==> config.mk <==
export PLATFORM = sky130hd
export DESIGN_NAME = pwmt_timer
export DESIGN_NICKNAME = d
export VERILOG_FILES = /design/src/pwmt_pkg.sv /design/src/pwmt_timer.sv
export SDC_FILE = /design/constraint.sdc
export NUM_CORES = 2
export LEC_CHECK = 0
export CAP_MARGIN = 20
export CORE_UTILIZATION = 26
export CTS_CLUSTER_DIAMETER = 150
export CTS_CLUSTER_SIZE = 10
export DETAILED_ROUTE_END_ITERATION = 7
export DONT_BUFFER_PORTS = 1
export HOLD_SLACK_MARGIN = 0.06
export SETUP_SLACK_MARGIN = 0.2
export SLEW_MARGIN = 10
export SYNTH_ARGS = -nofsm -noshare
export SYNTH_HDL_FRONTEND = slang
export SYNTH_SLANG_ARGS = --single-unit
==> constraint.sdc <==
create_clock -name clk -period 5.35 [get_ports clk]
set_clock_uncertainty 0.1 [all_clocks]
set_input_delay 1.07 -clock clk [delete_from_list [all_inputs] [get_ports clk]]
set_output_delay 1.07 -clock clk [all_outputs]
set_load 0.02 [all_outputs]
==> src/pwmt_pkg.sv <==
// Purpose: Shared constants and types for the eight-channel waveform timer
// Assumes: Single clock, synchronous active-high reset
// Notes:   Channel configuration travels as packed structs
package pwmt_pkg;
	localparam int NCH = 8;
	localparam int NPAIR = 4;
	localparam int CW = 8;
	localparam logic [7:0] RST_PERIOD = 8'hFF;
	localparam logic [7:0] RST_DUTY = 8'h00;
	localparam logic [15:0] CNT_ZERO = 16'h0000;
	localparam logic [15:0] CNT_ONE = 16'h0001;

	typedef struct packed {
		logic [7:0] period;
		logic [7:0] duty;
	} pwmt_chan_t;

	typedef struct packed {
		logic       enable;
		logic       active_high;
		logic       center;
	} pwmt_mode_t;
endpackage

==> src/pwmt_timer.sv <==
// Purpose: Eight 8-bit waveform channels, pairable into 16-bit channels
// Assumes: Configuration inputs come from logic on the same clock
// Notes:   Period and duty are shadowed and loaded at a period boundary or while disabled; mode bits act at once
`timescale 1ns/10ps
`default_nettype none

// Behaviour
// - Eight channels, each with its own 8-bit counter, running independently.
// - Each channel has software period and duty values driving its waveform.
// - Duty selectable from constant inactive at zero to constant active at full.
// - Per-channel polarity chooses whether the active portion is high or low.
// - Per-channel left-aligned up-count wrap or center-aligned up-down counting.
// - Adjacent pairs concatenate into one 16-bit channel with 16-bit period and duty.
// - Pair joining is independent per pair, giving every 8/0 through 0/4 mix.
module pwmt_timer
(
	// Clock and reset
	input  wire logic                              clk,
	input  wire logic                              reset,
	// Channel settings
	input  wire pwmt_pkg::pwmt_chan_t [7:0]        chan_cfg,
	input  wire pwmt_pkg::pwmt_mode_t [7:0]        chan_mode,
	input  wire logic [3:0]                        pair_join,
	// Waveform outputs
	output logic [7:0]                             wave_out,
	output logic [7:0]                             period_start
);

	////////////////////////////////////////////////////////////////////////////////
	// Per-pair state: joined pairs use the odd channel's mode bits and the even
	// output; the odd output then idles at its inactive level.
	logic [7:0][15:0] cnt_r, cnt_nxt;
	logic [7:0][15:0] per_r, per_nxt;
	logic [7:0][15:0] duty_r, duty_nxt;
	logic [7:0]       down_r, down_nxt;
	logic [7:0]       wave_nxt;
	logic [7:0]       bound_nxt;
	logic [3:0]       join_r, join_nxt;

	always_comb
	begin
		logic [15:0] per_w;
		logic [15:0] duty_w;
		logic        boundary;
		logic        active;
		logic        jn;
		int          src;
		per_w = pwmt_pkg::CNT_ZERO;
		duty_w = pwmt_pkg::CNT_ZERO;
		boundary = 1'b0;
		active = 1'b0;
		jn = 1'b0;
		src = 0;
		cnt_nxt = cnt_r;
		per_nxt = per_r;
		duty_nxt = duty_r;
		down_nxt = down_r;
		wave_nxt = 8'h00;
		bound_nxt = 8'h00;
		join_nxt = join_r;
		for (int c = 0; c < pwmt_pkg::NCH; c++)
		begin
			jn = join_r[c/2];
			src = jn ? ((c/2)*2 + 1) : c;
			// Joined: odd channel holds high bytes, even channel low bytes
			if (jn)
			begin
				per_w = {chan_cfg[(c/2)*2+1].period, chan_cfg[(c/2)*2].period};
				duty_w = {chan_cfg[(c/2)*2+1].duty, chan_cfg[(c/2)*2].duty};
			end
			else
			begin
				per_w = {8'h00, chan_cfg[c].period};
				duty_w = {8'h00, chan_cfg[c].duty};
			end
			if (!chan_mode[src].enable || (jn && c[0]))
			begin
				cnt_nxt[c] = pwmt_pkg::CNT_ZERO;
				down_nxt[c] = 1'b0;
				per_nxt[c] = per_w;
				duty_nxt[c] = duty_w;
				bound_nxt[c] = 1'b0;
				wave_nxt[c] = ~chan_mode[src].active_high;
			end
			else
			begin
				// Each channel counts alone
				if (chan_mode[src].center)
				begin
					// Up to period then down to zero
					// Zero shadow period is a boundary every cycle, as in up-count mode
					boundary = (down_r[c] && (cnt_r[c] <= pwmt_pkg::CNT_ONE))
						|| (per_r[c] == pwmt_pkg::CNT_ZERO);
					if (boundary)
					begin
						cnt_nxt[c] = pwmt_pkg::CNT_ZERO;
						down_nxt[c] = 1'b0;
					end
					else if (!down_r[c] && cnt_r[c] + pwmt_pkg::CNT_ONE >= per_r[c])
					begin
						cnt_nxt[c] = per_r[c];
						down_nxt[c] = 1'b1;
					end
					else if (down_r[c])
						cnt_nxt[c] = cnt_r[c] - pwmt_pkg::CNT_ONE;
					else
						cnt_nxt[c] = cnt_r[c] + pwmt_pkg::CNT_ONE;
				end
				else
				begin
					// Up-count and wrap
					boundary = cnt_r[c] + pwmt_pkg::CNT_ONE >= per_r[c];
					down_nxt[c] = 1'b0;
					cnt_nxt[c] = boundary ? pwmt_pkg::CNT_ZERO
						: cnt_r[c] + pwmt_pkg::CNT_ONE;
				end
				bound_nxt[c] = boundary;
				// Shadow load only at the boundary avoids runt pulses
				if (boundary)
				begin
					per_nxt[c] = per_w;
					duty_nxt[c] = duty_w;
				end
				// Duty 0 never active; duty >= period always active
				// Full test also covers a live mode switch leaving the count at the period
				active = (cnt_r[c] < duty_r[c])
					|| (duty_r[c] >= per_r[c] && duty_r[c] != pwmt_pkg::CNT_ZERO);
				// Polarity select
				wave_nxt[c] = chan_mode[src].active_high ? active : ~active;
			end
		end
		// Pair mode changes only when both halves would restart together
		for (int p = 0; p < pwmt_pkg::NPAIR; p++)
		begin
			if (!chan_mode[p*2].enable && !chan_mode[p*2+1].enable)
				join_nxt[p] = pair_join[p];
		end
	end

	always_ff @(posedge clk)
	begin
		if (reset)
		begin
			cnt_r <= '0;
			per_r <= '0;
			duty_r <= '0;
			down_r <= 8'h00;
			wave_out <= 8'h00;
			period_start <= 8'h00;
			join_r <= 4'h0;
		end
		else
		begin
			cnt_r <= cnt_nxt;
			per_r <= per_nxt;
			duty_r <= duty_nxt;
			down_r <= down_nxt;
			wave_out <= wave_nxt;
			period_start <= bound_nxt;
			join_r <= join_nxt;
		end
	end

	////////////////////////////////////////////////////////////////////////////////
	// Checks
	// Polarity is taken from the cycle that computed the output, as the
	// settings may change at the very edge that registers it.
	property p_zero_duty_inactive;
		@(posedge clk) disable iff (reset)
		(chan_mode[0].enable && !join_r[0] && duty_r[0] == 16'h0000)
		|=> (wave_out[0] == !$past(chan_mode[0].active_high));
	endproperty
	a_zero_duty_inactive: assert property (p_zero_duty_inactive)
		else $error("zero duty not inactive");

	property p_full_duty_active;
		@(posedge clk) disable iff (reset)
		(chan_mode[2].enable && !join_r[1]
		&& duty_r[2] != 16'h0000 && duty_r[2] >= per_r[2] && per_r[2] != 16'h0000)
		|=> (wave_out[2] == $past(chan_mode[2].active_high));
	endproperty
	a_full_duty_active: assert property (p_full_duty_active)
		else $error("full duty not active");

	property p_hold_settings;
		@(posedge clk) disable iff (reset)
		(!bound_nxt[1] && chan_mode[1].enable && !join_r[0])
		|=> $stable(per_r[1]) && $stable(duty_r[1]);
	endproperty
	a_hold_settings: assert property (p_hold_settings)
		else $error("setting changed mid period");

	property p_left_wrap;
		@(posedge clk) disable iff (reset)
		(chan_mode[3].enable && !chan_mode[3].center && !join_r[1])
		|=> !down_r[3];
	endproperty
	a_left_wrap: assert property (p_left_wrap)
		else $error("left-aligned counter went down");

	property p_center_turn;
		@(posedge clk) disable iff (reset)
		(chan_mode[4].enable && chan_mode[4].center && !join_r[2] && down_r[4]
		&& cnt_r[4] > 16'h0001) |=> (cnt_r[4] == $past(cnt_r[4]) - 16'h0001);
	endproperty
	a_center_turn: assert property (p_center_turn)
		else $error("center counter did not count down");

	property p_count_up;
		@(posedge clk) disable iff (reset)
		(chan_mode[5].enable && !chan_mode[5].center && !join_r[2] && !bound_nxt[5])
		|=> (cnt_r[5] == $past(cnt_r[5]) + 16'h0001);
	endproperty
	a_count_up: assert property (p_count_up)
		else $error("counter did not step");

	property p_joined_odd_idle;
		@(posedge clk) disable iff (reset)
		join_r[3]
		|=> (wave_out[7] == !$past(chan_mode[7].active_high)) && (cnt_r[7] == 16'h0000);
	endproperty
	a_joined_odd_idle: assert property (p_joined_odd_idle)
		else $error("joined odd channel not idle");

	property p_join_locked;
		@(posedge clk) disable iff (reset)
		chan_mode[0].enable |=> $stable(join_r[0]);
	endproperty
	a_join_locked: assert property (p_join_locked)
		else $error("join changed while running");

	property p_polarity;
		@(posedge clk) disable iff (reset)
		(chan_mode[6].enable && !join_r[3] && duty_r[6] == 16'h0000
		&& !chan_mode[6].active_high) |=> wave_out[6];
	endproperty
	a_polarity: assert property (p_polarity)
		else $error("inverted idle not high");

	property p_wave_source;
		@(posedge clk) disable iff (reset)
		(chan_mode[1].enable && !join_r[0] && !chan_mode[1].center && chan_mode[1].active_high)
		|=> (wave_out[1] == (($past(cnt_r[1]) < $past(duty_r[1]))
		|| ($past(duty_r[1]) >= $past(per_r[1]) && $past(duty_r[1]) != 16'h0000)));
	endproperty
	a_wave_source: assert property (p_wave_source)
		else $error("wave mismatch");

	c_left_boundary: cover property (@(posedge clk) bound_nxt[0] && !chan_mode[0].center);
	c_center_boundary: cover property (@(posedge clk) bound_nxt[4] && chan_mode[4].center);
	c_joined_run: cover property (@(posedge clk) join_r[1] && chan_mode[3].enable);
	c_toggle: cover property (@(posedge clk) $rose(wave_out[2]));

endmodule

`default_nettype wire

**Yosys cells after proc, flatten, opt, wreduce, memory -nomap -nowiden**

Index checks and enable logic that the tools add are counted.

- Add/sub/neg operators: 16
- Magnitude comparators: 36
- Eq/ne operators: 4
- Multiplexer cells: 136
- Bitwise gates (word level): 28
- Reduce and logical (&&, ||, !) cells: 100

Operators by type and width:

| kind | number |
|---|---|
| two-way mux 16 bit | 88 |
| >= comparator 16 bit | 16 |
| adder 16 x 1 -> 16 bit, second input constant | 8 |
| <= comparator 16 x 1 -> 1 bit, second input constant | 8 |
| zero test 16 bit | 8 |
| less-than comparator 16 bit | 8 |
| nonzero test 16 bit | 8 |
| subtractor 16 x 1 -> 16 bit, second input constant | 8 |
| binary-select mux 3 bit (select 3 bit) | 4 |
| two-way mux 1 bit | 36 |
| OR reduction 4 bit | 8 |
| logical AND 1 bit | 28 |
| NOT 1 bit | 28 |
| two-way mux 3 bit | 8 |
| logical OR 1 bit | 20 |
| zero test 1 bit | 16 |
| OR reduction 2 bit | 8 |
| less-than comparator 3 x 4 -> 1 bit, second input constant | 2 |
| inequality test 2 x 1 -> 1 bit, second input constant | 4 |
| nonzero test 2 bit | 4 |
| less-than comparator 1 x 4 -> 1 bit, second input constant | 1 |
| less-than comparator 2 x 4 -> 1 bit, second input constant | 1 |

- Register bits: 412
- Output and inout bits: 16
- Word-level logic and storage cells: 365

**Depth between registers and ports, before layout**

- Depth in word-level cells: 8
- Mapped depth: 19
- Depth with buffers taken out: 17

**Worst setup path after synthesis**

Ideal clock, no wire load.

- Path type: register to register
- Start point: reg cnt_r[19] (netlist name)
- End point: reg duty_r[24] (netlist name)
- Arrival time: 3.697 ns
- Data required time: 5.190 ns
- Path slack: 1.493 ns
- Stages on the path, launching flop included: 16
- Path buffers: 2
- Clock period less this slack: 3.857 ns
- Cells stage by stage: dfxtp_1 > clkbuf_1 > and4_1 > and3_1 > nor4b_1 > nand3_1 > xnor2_1 > ha_1 > and3_1 > o21ai_0 > o211ai_1 > o21ai_0 > nand2_1 > nor2_1 > clkbuf_1 > a22o_1

- Longest elaborated chain between the ends: 6
- Elaborated cells on any way between the ends: 8
- Those cells by class: add/sub (1); order compare (2); mux (2); reduce/logical (3)

Ends and longest elaborated chain:

| element | line | RTL |
|---|---|---|
| start, declared | pwmt_timer.sv:32 | `logic [7:0][15:0] cnt_r, cnt_nxt;` |
| start signal, assigned | pwmt_timer.sv:154 | `cnt_r <= cnt_nxt;` |
| parallel branches: the longest is 3 deep, another holds adder 16 x 1 -> 16 bit | n/a |  |
| two-way mux 1 bit * | pwmt_timer.sv:88 | `if (chan_mode[src].center)` |
| two-way mux 1 bit * | pwmt_timer.sv:76 | `if (!chan_mode[src].enable \|\| (jn && c[0]))` |
| nonzero test 2 bit (no line) * | n/a |  |
| end signal, assigned | pwmt_timer.sv:156 | `duty_r <= duty_nxt;` |
| end, declared | pwmt_timer.sv:34 | `logic [7:0][15:0] duty_r, duty_nxt;` |

Mark *: on every way between the ends. The select of a mux whose other input is x is not followed.
A chain may end at the register's enable or synchronous reset.

**Worst setup path in the final report**

- Start point: reg cnt_r[80] (netlist name)
- End point: reg per_r[95] (netlist name)

- Longest elaborated chain between the ends: 6
- Elaborated cells on any way between the ends: 8
- Those cells by class: add/sub (1); order compare (2); mux (2); reduce/logical (3)

Ends and longest elaborated chain:

| element | line | RTL |
|---|---|---|
| parallel branches: the longest is 3 deep, another holds adder 16 x 1 -> 16 bit | n/a |  |
| two-way mux 1 bit * | pwmt_timer.sv:88 |  |
| two-way mux 1 bit * | pwmt_timer.sv:76 |  |
| nonzero test 2 bit (no line) * | n/a |  |
| end signal, assigned | pwmt_timer.sv:155 | `per_r <= per_nxt;` |
| end, declared | pwmt_timer.sv:33 | `logic [7:0][15:0] per_r, per_nxt;` |

Marked as above.

==> metrics.md <==
| Metric | Value |
|---|---|
| Status | `complete, no violations` |
| Final WL | `~99000 um` |
| Vias in the first global route | `26000` |
| Residual DRC | `0` |
| H-tree levels | `2` |
| Clock Tree Root | `clkbuf_16` |
| Crit-path max cell delay | `580 ps` |
| Fin crit share | `0.873` |
| Power consumption | `9730 uW` |
| Final std cells w/o fill | `5264` |
| Area contributors post-synth | `dfxtp_1 (27%), ha_1 (16%), nor2_1 (4.4%)` |
| Crit-path cells | `ha_1 > nand3_1 > inv_1 > nand3_1 > inv_1 > nand3_1 > or3_1 > nand2_1 > ha_1 > and4_1 > nand2_1 > a2111oi_0 > a211oi_1 > nand3_1 > a21o_1 > nor2_1 > buf_4 > a22o_1` |
| Synth Net Count | `4405` |
| Met1 WL | `approximately 45000 um` |
| R2R Setup Slk | `roughly 680 ps` |
| Clk sinks | `412` |
| Cell depth of the worst hold path | `2` |
| Top post-synthesis cells by count | `dfxtp_1 (412), ha_1 (400), nor2_1 (358)` |
| Synth warn | `0` |
| Buffers on Ports | `0` |
| Post-synth EDFFs | `0` |
| Area growth, synth to finish | `8.68%` |
| Crit path from | `cnt_r[80]` |
| DR WL met3 | `8620 um` |
| CTS Hold Bufs | `0` |
| Worst-skew pair later-pin latency | `620 ps` |
| Share of the synthesized area in the top cell type | `0.268` |
| DR iter-0 viols | `2289` |
| # nets final | `approximately 4300` |
| Most used cell, CP | `nand3_1` |
| Grt ovf | `0` |
| Largest net degree at the start of global routing | `248` |
| Seq/Total Area, Yosys | `0.268` |
| Detailed placer's ending HPWL | `76000 um` |
| Site Rows | `125` |
| Max Cap Viol | `0` |
| Cells after synthesis | `around 3800` |
| TritonCTS clock tree | `done` |
| Library cells used by synthesis | `78` |
| Worst slew margin | `0.269` |
| Final setup fails | `0` |
| TritonCTS buffer count | `47` |
| Min-delay src | `per_r[66]` |
| Leakage | `0.0135 uW` |
| Clock Path Buffers | `3` |
| Core box area | `117000 sq um` |
| R2r endpoint | `per_r[95]` |
| Die area | `120000 sq um` |
| RSZ-0062 raised after global routing | `false` |
| Most common cell in the netlist | `dfxtp_1` |
| Setup crit end kind | `flop` |
| GPL Wtd Cong | `0.911` |
| Wirelength per Cell | `18.8 um` |
| Critical Path Source Type | `flop` |
| Crit Path Class | `flop to flop` |
| # IOs | `174` |
| Final hold vios | `0` |
| Fmax | `~210 MHz` |
| Metal2 WL | `43000 um` |
| Critical-path top delay cell | `a211oi_1` |
| Synthesized area | `30700 sq um` |
| Post-synthesis register bit count | `412` |
| Asr flop ratio synth | `0` |
| Cell type with the highest aggregate area in the netlist | `dfxtp_1` |
| Post-layout util | `0.286` |
| Post-CTS setup buffers | `0` |
| Hold Path Sink | `per_r[66]` |
| Die Height | `346 um` |
| Via density | `5.25` |
| Critical path arrival | `5110 ps` |
| Syn Area/Cell | `approximately 8 sq um` |
| WP data required | `5780 ps` |
| Post-CTS resize count | `0` |
| Final min period | `4670 ps` |
| Critical R2R Launch | `cnt_r[80]` |
| Worst-Margin Slew | `1090 ps` |
| Slew Viols, Final | `0` |
| First-pass GRT wire length | `154000 um` |
| R2R depth | `18` |
| Peak supply drop | `0.258 mV` |
| Fraction of layout cells with a size suffix above 1 | `0.0428` |
| Initial Util | `0.263` |
| Hold Crit Class | `flop to flop` |
| Crit Path Max Fanout | `33` |
| GRT Util Overall | `0.160` |
| Clock slew at reported path FFs | `70 ps` |
| Chip width | `346 um` |
| DRT Pass-1 Iters | `6` |
| Final worst slack | `between 600 and 700 ps` |
| Place WS | `around 750 ps` |
| Cells after DPL | `5207` |
| Main synth FF type | `dfxtp_1` |
| Vias | `27600` |
| Cell Pwr Density | `291 nW/um^2` |
| Initial antenna violation count | `2` |
| Highest metal used | `met5` |
| Routed Antenna Nets | `0` |
| Sum Neg Setup Slack | `0 ps` |
## worst max path at each step
stage                  end  slack (ps)
5_1_grt        duty_r[126]         250
3_3_place_gp     per_r[91]         940
6_report         per_r[95]         680
4_1_cts          per_r[95]         690
3_5_place_dp    duty_r[92]         750
2_1_floorplan   duty_r[24]        1490
## per-layer routing
layer  vias up  track usage
li1      13600            -
met1     13000        0.217
met2       916        0.249
met3       114       0.0425
met4         4       0.0377
met5         -            0
## metrics by stage
step,hold WS [ps],area [sq um]
final,391,33400
after CTS,388,33300
after global placement,360,32100
after detailed placement,381,32100
after global routing,413,33400
after floorplan,345,30700
## state kept, by name (all words and copies together) (netlist names)
signal	cells
wave_out	8
cnt_r	128
down_r	8
per_r	128
period_start	8
join_r	4
duty_r	128
## cell type report
cell class / count / area [sq um]
multi-input combinational: 2917 / 20500
antenna: 1 / 2.50
sequential: 412 / 8250
tap: 1524 / 1910
timing repair buffer: 35 / 278
fill: 12500 / 83300
clock buffer: 51 / 1230
clock inverter: 3 / 30.0
inverter: 321 / 1200
## worst max-delay path, delay by kind of cell, from the launching register on
family | cells | cell delay [ps]
flip-flops | 1 | 490
buffers and inverters | 3 | 460
adder cells (fa/ha/maj) | 2 | 490
AO/OA/AOI/OAI | 4 | 1380
AND/OR/NAND/NOR | 9 | 1690
## layout by cell type, fill, tap and decap left out, drive strengths merged, types with 15 or more instances in the layout
master    n
a22o     57
clkbuf   51
buf      35
nand2   272
nor4     95
and3     27
a21o     80
o21ai   177
or3      18
xnor2   144
a211oi  106
mux2i   106
or2      29
a22oi    15
nor3     72
ha      400
a21oi   256
nand4    66
or4      23
nor2b    31
a31oi    21
nand3   156
xor2     72
inv     322
o211ai   30
o31ai    55
o2bb2a   16
nand2b   47
dfxtp   412
nor2    360
## power breakdown
| group | switching [uW] | leakage (uW) | internal [uW] |
|---|---|---|---|
| Sequential | 348 | 0.00336 | 3280 |
| Clock | 1360 | 0.000622 | 1610 |
| Combinational | 1900 | 0.00951 | 1230 |
## cell families (layout without fill, tap and decap cells)
kind of cell,after synthesis,after routing,share of synthesized area
other,0,1,0
AO/OA/AOI/OAI,963,963,0.212
buffers and inverters,518,410,0.0659
adder cells (fa/ha/maj),400,400,0.163
AND/OR/NAND/NOR,1227,1227,0.192
multiplexers,111,111,0.0364
flip-flops,412,412,0.268
XOR/XNOR,216,216,0.0616
Power figures use the tool's default switching activity.
